`config.mk`:
```
export PLATFORM = sky130hd
export DESIGN_NAME = ata_host_port
export DESIGN_NICKNAME = d
export VERILOG_FILES = /design/src/rtl/ata_host_port_pkg.sv /design/src/rtl/ata_host_port.sv
export VERILOG_INCLUDE_DIRS = /design/src /design/src/rtl
export SDC_FILE = /design/constraint.sdc
export NUM_CORES = 1
export LEC_CHECK = 0
export BUFFER_PORTS_ARGS = -buffer_cell sky130_fd_sc_hd__buf_4
export CELL_PAD_IN_SITES_DETAIL_PLACEMENT = 0
export CELL_PAD_IN_SITES_GLOBAL_PLACEMENT = 1
export CORE_ASPECT_RATIO = 0.7
export CORE_MARGIN = 4
export CORE_UTILIZATION = 25
export CTS_CLUSTER_SIZE = 20
export DETAILED_ROUTE_END_ITERATION = 16
export PLACE_DENSITY_LB_ADDON = 0.1
export SYNTH_ARGS = -nofsm -noshare
export SYNTH_HDL_FRONTEND = slang
export SYNTH_SLANG_ARGS = --single-unit
export TNS_END_PERCENT = 30
```
`constraint.sdc`:
```
create_clock -name core_clk -period 6.3 [get_ports core_clk]
set_clock_uncertainty 0.1 [all_clocks]
set_input_delay 0.63 -clock core_clk [delete_from_list [all_inputs] [get_ports core_clk]]
set_output_delay 0.63 -clock core_clk [all_outputs]
set_load 0.01 [all_outputs]
```
`src/rtl/ata_host_port_cfg.svh`:
```
// Timing, sizing and reset constants for the disk host port
`ifndef ATA_HOST_PORT_CFG_SVH
`define ATA_HOST_PORT_CFG_SVH
`define ATA_CLK_PERIOD_NS 25
`define ATA_T_SETUP_NS 70
`define ATA_T_STROBE_NS 165
`define ATA_T_RECOV_NS 30
`define ATA_T_UDMA_HALF_NS 60
`define ATA_T_STOP_NS 100
// Least times round up to whole clock cycles
`define ATA_CYC(ns) ((ns + `ATA_CLK_PERIOD_NS - 1) / `ATA_CLK_PERIOD_NS)
`define ATA_DATA_W 16
`define ATA_FIFO_DEPTH 16
`define ATA_FIFO_SLACK 4
`define ATA_DATA_RESET 16'h0000
`endif

```
`src/rtl/ata_host_port_pkg.sv`:
```
// Types shared by the disk host port and its users
package ata_host_port_pkg;
    typedef enum logic [1:0] {
        MODE_PIO  = 2'h0,
        MODE_MDMA = 2'h1,
        MODE_UDMA = 2'h2
    } xfer_mode_e;
    typedef enum logic [1:0] {
        OP_REG_RD = 2'h0,
        OP_REG_WR = 2'h1,
        OP_DMA_RD = 2'h2,
        OP_DMA_WR = 2'h3
    } op_e;
    typedef struct packed {
        op_e         op;
        logic        ctlBlock;
        logic [2:0]  addr;
        logic [15:0] wdata;
        logic [15:0] count;
    } cmd_s;
    typedef enum logic [7:0] {
        ST_IDLE   = 8'h01,
        ST_SETUP  = 8'h02,
        ST_STROBE = 8'h04,
        ST_RECOV  = 8'h08,
        ST_UWAIT  = 8'h10,
        ST_URD    = 8'h20,
        ST_UWR    = 8'h40,
        ST_USTOP  = 8'h80
    } state_e;
endpackage

```
`src/rtl/ata_host_port.sv`:
```
// Parallel disk host port: PIO, multiword DMA and Ultra DMA engine with read FIFO
`timescale 1ns/1ps
`include "ata_host_port_cfg.svh"

// ****************************************************************
// Read data FIFO
// ****************************************************************
module ata_stream_fifo #(
    parameter int W     = 16,
    parameter int DEPTH = 16,
    parameter int SLACK = 4
) (
    input  wire logic         clk,        // Core clock
    input  wire logic         rstB,       // Async reset, active low
    input  wire logic         inValid,    // Word offered
    output logic              inReady,    // Room for a word
    input  wire logic [W-1:0] inData,     // Word in
    output logic              outValid,   // Word available
    input  wire logic         outReady,   // Consumer takes word
    output logic [W-1:0]      outData,    // Oldest word
    output logic              almostFull  // SLACK or fewer free
);
    localparam int AW = $clog2(DEPTH);
    logic [W-1:0] mem [DEPTH];
    logic [AW:0]  wrPtr_reg, wrPtr_next, rdPtr_reg, rdPtr_next, level;
    logic         push, pop;

    assign level      = wrPtr_reg - rdPtr_reg;
    assign inReady    = level != (AW+1)'(DEPTH);
    assign outValid   = level != '0;
    assign almostFull = level >= (AW+1)'(DEPTH - SLACK);
    assign outData    = mem[rdPtr_reg[AW-1:0]];
    assign push       = inValid && inReady;
    assign pop        = outValid && outReady;

    always_comb begin
        wrPtr_next = push ? wrPtr_reg + 1'b1 : wrPtr_reg;
        rdPtr_next = pop ? rdPtr_reg + 1'b1 : rdPtr_reg;
    end

    always_ff @(posedge clk or negedge rstB) begin
        if (!rstB) begin
            wrPtr_reg <= '0;
            rdPtr_reg <= '0;
        end else begin
            wrPtr_reg <= wrPtr_next;
            rdPtr_reg <= rdPtr_next;
        end
    end

    always_ff @(posedge clk) begin
        if (push) begin
            mem[wrPtr_reg[AW-1:0]] <= inData;
        end
    end
endmodule // ata_stream_fifo

module ata_host_port #(
    parameter int DATA_W = `ATA_DATA_W,
    parameter int DEPTH  = `ATA_FIFO_DEPTH
) (
    input  wire logic                           core_clk,     // 40 MHz core clock
    input  wire logic                           rst_b,        // Async reset, active low
    input  wire ata_host_port_pkg::xfer_mode_e  xferMode,     // Transfer mode setting
    input  wire logic                           cmdValid,     // Command offered
    output logic                                cmdReady,     // Command taken
    input  wire ata_host_port_pkg::cmd_s        cmd,          // Command contents
    input  wire logic                           wrValid,      // DMA write word offered
    output logic                                wrReady,      // DMA write word taken
    input  wire logic [DATA_W-1:0]              wrData,       // DMA write word
    output logic                                rdValid,      // Read word available
    input  wire logic                           rdReady,      // Read word taken
    output logic [DATA_W-1:0]                   rdData,       // Read word
    output logic                                busy,         // Transfer in progress
    output logic                                cmdBlockSelN, // Command block select
    output logic                                ctlBlockSelN, // Control block select
    output logic [2:0]                          regAddr,      // Register address
    input  wire logic [DATA_W-1:0]              diskDataIn,   // Data bus level
    output logic [DATA_W-1:0]                   diskDataOut,  // Data bus drive value
    output logic                                diskDataOe,   // Data bus drive enable
    input  wire logic                           dmaRequest,   // Drive DMA request
    output logic                                dmaAckN,      // DMA acknowledge
    output logic                                readStrobeN,  // Read strobe / Ultra pin
    output logic                                writeStrobeN, // Write strobe / stop
    input  wire logic                           channelReady  // Ready / Ultra pin
);
    import ata_host_port_pkg::*;

    localparam logic [7:0] SETUP_CYC  = 8'(`ATA_CYC(`ATA_T_SETUP_NS));
    localparam logic [7:0] STROBE_CYC = 8'(`ATA_CYC(`ATA_T_STROBE_NS));
    localparam logic [7:0] RECOV_CYC  = 8'(`ATA_CYC(`ATA_T_RECOV_NS));
    localparam logic [7:0] HALF_CYC   = 8'(`ATA_CYC(`ATA_T_UDMA_HALF_NS));
    localparam logic [7:0] STOP_CYC   = 8'(`ATA_CYC(`ATA_T_STOP_NS));
    localparam int         SW         = DATA_W + 2;

    // ****************************************************************
    // Pin synchronisers
    // ****************************************************************
    logic [SW-1:0] s1_reg, s2_reg, s3_reg, lvl_reg, lvl_next;
    logic          rdyEdge, rdyLvl, reqLvl;
    logic [DATA_W-1:0] dataS;

    genvar gi;
    generate
        for (gi = 0; gi < SW; gi++) begin : g_lvl
            // Change counts once stages two and three agree
            assign lvl_next[gi] = (s2_reg[gi] == s3_reg[gi]) ? s3_reg[gi] : lvl_reg[gi];
        end
    endgenerate
    assign rdyLvl  = lvl_reg[0];
    assign reqLvl  = lvl_reg[1];
    assign rdyEdge = lvl_next[0] != lvl_reg[0];
    assign dataS   = lvl_next[SW-1:2];

    always_ff @(posedge core_clk or negedge rst_b) begin
        if (!rst_b) begin
            s1_reg  <= '0;
            s2_reg  <= '0;
            s3_reg  <= '0;
            lvl_reg <= '0;
        end else begin
            s1_reg  <= {diskDataIn, dmaRequest, channelReady};
            s2_reg  <= s1_reg;
            s3_reg  <= s2_reg;
            lvl_reg <= lvl_next;
        end
    end

    // ****************************************************************
    // Read FIFO
    // ****************************************************************
    logic              push_reg, push_next, fifoRoom, fifoAlmost;
    logic [DATA_W-1:0] pushData_reg, pushData_next;

    ata_stream_fifo #(.W(DATA_W), .DEPTH(DEPTH), .SLACK(`ATA_FIFO_SLACK)) u_fifo (
        .clk        (core_clk),
        .rstB       (rst_b),
        .inValid    (push_reg),
        .inReady    (fifoRoom),
        .inData     (pushData_reg),
        .outValid   (rdValid),
        .outReady   (rdReady),
        .outData    (rdData),
        .almostFull (fifoAlmost)
    );

    // ****************************************************************
    // Transfer engine
    // ****************************************************************
    state_e            state_reg, state_next;
    cmd_s              cmd_reg, cmd_next;
    logic [15:0]       words_reg, words_next;
    logic [7:0]        timer_reg, timer_next;
    logic [DATA_W-1:0] dout_reg, dout_next;
    logic              oe_reg, oe_next, rdN_reg, rdN_next, wrN_reg, wrN_next;
    logic              cs1_reg, cs1_next, cs3_reg, cs3_next, ack_reg, ack_next;
    logic [2:0]        addr_reg, addr_next;
    logic              have_reg, have_next;
    logic              isDma, isRead, pio, timeUp;

    assign isDma  = cmd_reg.op[1];
    assign isRead = !cmd_reg.op[0];
    assign pio    = xferMode == MODE_PIO;
    assign timeUp = timer_reg == 8'h00;

    assign cmdReady     = state_reg == ST_IDLE;
    assign busy         = state_reg != ST_IDLE;
    assign cmdBlockSelN = cs1_reg;
    assign ctlBlockSelN = cs3_reg;
    assign regAddr      = addr_reg;
    assign diskDataOut  = dout_reg;
    // Drive bus only on host writes
    assign diskDataOe   = oe_reg;
    assign dmaAckN      = ack_reg;
    assign readStrobeN  = rdN_reg;
    assign writeStrobeN = wrN_reg;

    always_comb begin
        state_next    = state_reg;
        cmd_next      = cmd_reg;
        words_next    = words_reg;
        timer_next    = timeUp ? 8'h00 : timer_reg - 8'h01;
        dout_next     = dout_reg;
        oe_next       = oe_reg;
        rdN_next      = rdN_reg;
        wrN_next      = wrN_reg;
        cs1_next      = cs1_reg;
        cs3_next      = cs3_reg;
        ack_next      = ack_reg;
        addr_next     = addr_reg;
        have_next     = have_reg;
        push_next     = 1'b0;
        pushData_next = pushData_reg;
        wrReady       = 1'b0;
        case (state_reg)
            ST_IDLE: begin
                if (cmdValid) begin
                    cmd_next   = cmd;
                    words_next = (cmd.count == 16'h0000) ? 16'h0001 : cmd.count;
                    timer_next = SETUP_CYC;
                    // Selects for registers, acknowledge for DMA
                    if (cmd.op[1]) begin
                        cs1_next   = 1'b1;
                        cs3_next   = 1'b1;
                        ack_next   = 1'b0;
                        // Ultra bursts only in Ultra mode
                        state_next = (xferMode == MODE_UDMA) ? ST_UWAIT : ST_SETUP;
                    end else begin
                        cs1_next   = cmd.ctlBlock;
                        cs3_next   = !cmd.ctlBlock;
                        addr_next  = cmd.addr;
                        state_next = ST_SETUP;
                    end
                end
            end
            ST_SETUP: begin
                // DMA words wait for drive request
                if (timeUp && (!isDma || reqLvl) && (!isRead || !fifoAlmost)
                        && (isRead || !isDma || wrValid)) begin
                    timer_next = STROBE_CYC;
                    state_next = ST_STROBE;
                    if (isRead) begin
                        // Read strobe hands bus to drive
                        rdN_next = 1'b0;
                    end else begin
                        wrN_next  = 1'b0;
                        oe_next   = 1'b1;
                        dout_next = isDma ? wrData : cmd_reg.wdata;
                        wrReady   = isDma;
                    end
                end
            end
            ST_STROBE: begin
                // Ready low adds wait states in PIO
                if (timeUp && (!pio || isDma || rdyLvl)) begin
                    rdN_next   = 1'b1;
                    wrN_next   = 1'b1;
                    timer_next = RECOV_CYC;
                    state_next = ST_RECOV;
                    if (isRead) begin
                        push_next     = 1'b1;
                        pushData_next = dataS;
                    end
                end
            end
            ST_RECOV: begin
                // Data held past write strobe release
                if (timeUp) begin
                    oe_next = 1'b0;
                    if (isDma && words_reg > 16'h0001) begin
                        words_next = words_reg - 16'h0001;
                        state_next = ST_SETUP;
                    end else begin
                        cs1_next   = 1'b1;
                        cs3_next   = 1'b1;
                        ack_next   = 1'b1;
                        state_next = ST_IDLE;
                    end
                end
            end
            ST_UWAIT: begin
                if (reqLvl) begin
                    timer_next = HALF_CYC;
                    have_next  = 1'b0;
                    oe_next    = !isRead;
                    state_next = isRead ? ST_URD : ST_UWR;
                end
            end
            ST_URD: begin
                rdN_next = fifoAlmost;
                if (rdyEdge) begin
                    push_next     = 1'b1;
                    pushData_next = dataS;
                    words_next    = words_reg - 16'h0001;
                end
                if (words_reg == 16'h0000 || !reqLvl) begin
                    state_next = ST_USTOP;
                end
            end
            ST_UWR: begin
                if (!have_reg && wrValid && words_reg != 16'h0000) begin
                    // Word set up a half period before edge
                    dout_next  = wrData;
                    wrReady    = 1'b1;
                    have_next  = 1'b1;
                    timer_next = HALF_CYC;
                // Hold strobe while drive not ready
                end else if (have_reg && timeUp && !rdyLvl) begin
                    rdN_next   = !rdN_reg;
                    have_next  = 1'b0;
                    words_next = words_reg - 16'h0001;
                    timer_next = HALF_CYC;
                end else if (!have_reg && (words_reg == 16'h0000 || !reqLvl)) begin
                    state_next = ST_USTOP;
                end
            end
            ST_USTOP: begin
                wrN_next = 1'b1;
                if (timeUp) begin
                    rdN_next   = 1'b1;
                    oe_next    = 1'b0;
                    ack_next   = 1'b1;
                    state_next = ST_IDLE;
                end
            end
            default: begin
                state_next = ST_IDLE;
            end
        endcase
        if (state_reg != ST_USTOP && state_next == ST_USTOP) begin
            timer_next = STOP_CYC;
        end
        if (state_reg == ST_UWAIT && state_next != ST_UWAIT) begin
            // Ultra write strobe idles high, stop low
            wrN_next = 1'b0;
            rdN_next = isRead ? fifoAlmost : 1'b1;
        end
    end

    always_ff @(posedge core_clk or negedge rst_b) begin
        if (!rst_b) begin
            state_reg    <= ST_IDLE;
            cmd_reg      <= '0;
            words_reg    <= 16'h0000;
            timer_reg    <= 8'h00;
            dout_reg     <= `ATA_DATA_RESET;
            oe_reg       <= 1'b0;
            rdN_reg      <= 1'b1;
            wrN_reg      <= 1'b1;
            cs1_reg      <= 1'b1;
            cs3_reg      <= 1'b1;
            ack_reg      <= 1'b1;
            addr_reg     <= 3'h0;
            have_reg     <= 1'b0;
            push_reg     <= 1'b0;
            pushData_reg <= `ATA_DATA_RESET;
        end else begin
            state_reg    <= state_next;
            cmd_reg      <= cmd_next;
            words_reg    <= words_next;
            timer_reg    <= timer_next;
            dout_reg     <= dout_next;
            oe_reg       <= oe_next;
            rdN_reg      <= rdN_next;
            wrN_reg      <= wrN_next;
            cs1_reg      <= cs1_next;
            cs3_reg      <= cs3_next;
            ack_reg      <= ack_next;
            addr_reg     <= addr_next;
            have_reg     <= have_next;
            push_reg     <= push_next;
            pushData_reg <= pushData_next;
        end
    end
endmodule // ata_host_port

```
==> reports/summary.txt <==
share of the synthesized area in the top cell type - 0.445
placed cells - 2030
Static Leak - 6.96 nW
die width - 322 um
setup ws final - 1800 ps
Area growth syn-to-layout - 20.1%
Clock Latency Late Sink - 570 ps
largest family of logic cells by synthesized area - multiplexers
list of most frequent post-synthesis cells - edfxtp_1 (256), dfrtp_1 (169), mux4_2 (80)
initial antenna violation count - 3
setup repair bufs after CTS - 0
critical setup path kind - reg2reg
worst reg2reg startpoint - u_fifo.rdPtr_reg[0]
Initial Util - 0.253
slowest library cell on the worst path - nor2_2
mux share of post-synthesis cell area - 0.140
CP arrival - 4580 ps
WL/cell - 22.1 um
Overall Global Routing Usage - 0.128
top-count cell post-synth - edfxtp_1
largest net degree at the start of global routing - 67
synthesis-stage register bit count - 431
CTS Root Buffer Type - clkbuf_16
HP Class - in2reg
final worst path period share - 0.714
worst vdd ir - 0.238 mV
Vias/cell - 4.48
synthesized instance count - 1037
ANT nets after route - 0
asr flop ratio synth - 0.406
cell type with the highest aggregate area in the netlist - edfxtp_1
crit path time final - 4500 ps
Rows - 80
post-synth cell types - 72
CTS Hold Buffers Added - 1
Post-Syn Nets - 1130
Die Height - 228 um
critical path endpoint category - flop
Vias - 9481
Critical Path RT - 6380 ps
worst slack, placed - 1700 ps
Crit Path Max Fanout - 30
Main synth FF type - edfxtp_1
r2r endpoint - u_fifo.mem[14][12]
hold depth - 1
vias in the first global route - 10100
Hold Crit Start - diskDataIn[0]
Final Instance Count excl. Fillers - 2118
YS warnings - 0
drt pass-1 iters - 6
Final nets - 1271
Reg clk slew, reported paths - 60 ps
Largest register FFs - 256
die area - 73400 um2
Reg2Reg Setup Slack - 1800 ps
Peak Freq - 222 MHz
Least-Margin Pin Slew - 1070 ps
max cap viols - 0
ant diodes - 0
# IOs - 124
H-tree levels - 2
syn_area_per_cell - 16.7 um2
# DRC - 0
Simple-Gate Fraction of Synth Area - 0.0622
Clock Path Buffers - 3
Fin Setup TNS - 0 ps
mapped cell area - 17300 um2
Final HPWL DP - 30100 um
Pwr per Cell Area - 380 nW/um2
IO Port Bufs - 123
Synth Area in Adders - 0.0210
startpoint types - flop
xor and xnor fraction of the mapped netlist area - 0.00862
initial DRC count - 574
Fin. Hold Viols - 0
post-synthesis compound-gate area fraction - 0.0511
sequential area share after synthesis - 0.699
DRT Wirelength - 46800 um
Slew Viols, Final - 0
Crit path largest cell delay - 840 ps
CP cell instances - ha_1, inv_1, fa_1, a21o_1, a21oi_1, xnor2_1, a21boi_1, nand2_1, nor2_2
Hold Crit Endpoint - s1_reg[2]
reg2reg path depth - 9
clock sink total - 431
CTS tree - built
placer congestion estimate - 0.743
layout cells sized above 1 - 0.297
grt total ovfl - 0
first-pass GRT wire length - 69900 um
RSZ-0062 raised after global routing - no
Max-slew headroom - 0.288
number of buffers created by CTS - 47
CORE AREA - 68300 um2
synth top area cells - edfxtp_1 (45%), dfrtp_1 (24%), mux4_2 (10%), mux2_2 (2.5%), o21ai_0 (1.5%)
CTS resizes - 0
# setup viols final - 0
outcome - completed
number of synthesized flops with an enable pin - 256
## per-stage QoR
stage                     hold slack (ps)  utilization  total power, W  area, um2
after CTS                            7.15        0.304         0.00808      20700
after global routing                 15.9        0.304         0.00837      20700
after floorplan                       231            -         0.00468      17300
after global placement                232        0.282         0.00531      19300
final                                58.9        0.304         0.00789      20700
after detailed placement              236        0.282         0.00531      19300
## logic make-up (layout without fill, tap and decap cells)
family / Yosys count / in the layout
muxes: 137 / 137
DFF: 431 / 431
and+or+nand+nor: 214 / 214
xor gates and xnor gates: 17 / 17
adders and majority gates: 32 / 32
AOI/OAI and AO/OA: 140 / 140
buffers and inverters: 66 / 245
## worst max path at each step
| stage | start | to | cells after the start |
|---|---|---|---|
| 5_1_grt | u_fifo.rdPtr_reg[0] | u_fifo.mem[14][12] | 9 |
| 4_1_cts | u_fifo.rdPtr_reg[0] | u_fifo.mem[9][7] | 9 |
| 3_3_place_gp | u_fifo.rdPtr_reg[0] | u_fifo.mem[11][6] | 9 |
| 6_report | u_fifo.rdPtr_reg[0] | u_fifo.mem[14][12] | 9 |
| 2_1_floorplan | u_fifo.rdPtr_reg[1] | u_fifo.mem[3][0] | 10 |
| 3_5_place_dp | u_fifo.rdPtr_reg[0] | u_fifo.mem[8][13] | 9 |
## critical path, delay by kind of cell, from the launching register on
kind	cells	cell delay, ps
xor gates and xnor gates	1	170
DFF	1	820
AOI/OAI and AO/OA	3	1050
adders and majority gates	2	690
buffers and inverters	1	60
and+or+nand+nor	2	1220
## layout by cell type, fill, tap and decap left out, drive strengths merged, types with 4 or more instances in the layout
cell	netlist	layout
xor2	5	5
nor4	13	13
mux4	80	80
a211oi	4	4
edfxtp	256	256
nand2	58	58
nand4	6	6
inv	21	24
a21oi	35	35
o22a	4	4
maj3	18	18
dfrtp	169	169
nand3	8	8
clkinv	0	20
or3	6	6
buf	25	135
mux2i	18	18
mux2	39	39
o21ai	55	55
clkbuf	20	61
nand2b	9	9
xnor2	12	12
or4	8	8
nand3b	7	7
dfstp	6	6
ha	13	13
nor3	29	29
o41ai	4	4
a31oi	7	7
nor2b	4	4
nor2	56	56
## report_power, final
group,total [W],internal [W],switching [W]
Clock,0.00269,0.00153,0.00117
Combinational,0.00172,0.000783,0.000938
Sequential,0.00348,0.00322,0.000257
Total,0.00789,0.00553,0.00236
## final cells by class
cell class	instances	area, um2
fillers	6831	47500
multi-input cells	540	4950
inverters	21	78.8
well taps	902	1130
clock buffers	60	1240
flip-flops and latches	431	12100
clock inverters	27	221
repair buffers	137	1040
## metal layers
layer | share of wire | vias to the layer above | routed length, um | GRT usage
met5 | 0 | - | 0 | 0
met4 | 0.016 | 0 | 729 | 0.0288
met3 | 0.038 | 55 | 1760 | 0.0223
met2 | 0.46 | 162 | 21700 | 0.201
met1 | 0.48 | 4971 | 22600 | 0.186
li1 | - | 4293 | - | -
(Power assumes the default switching activity.)
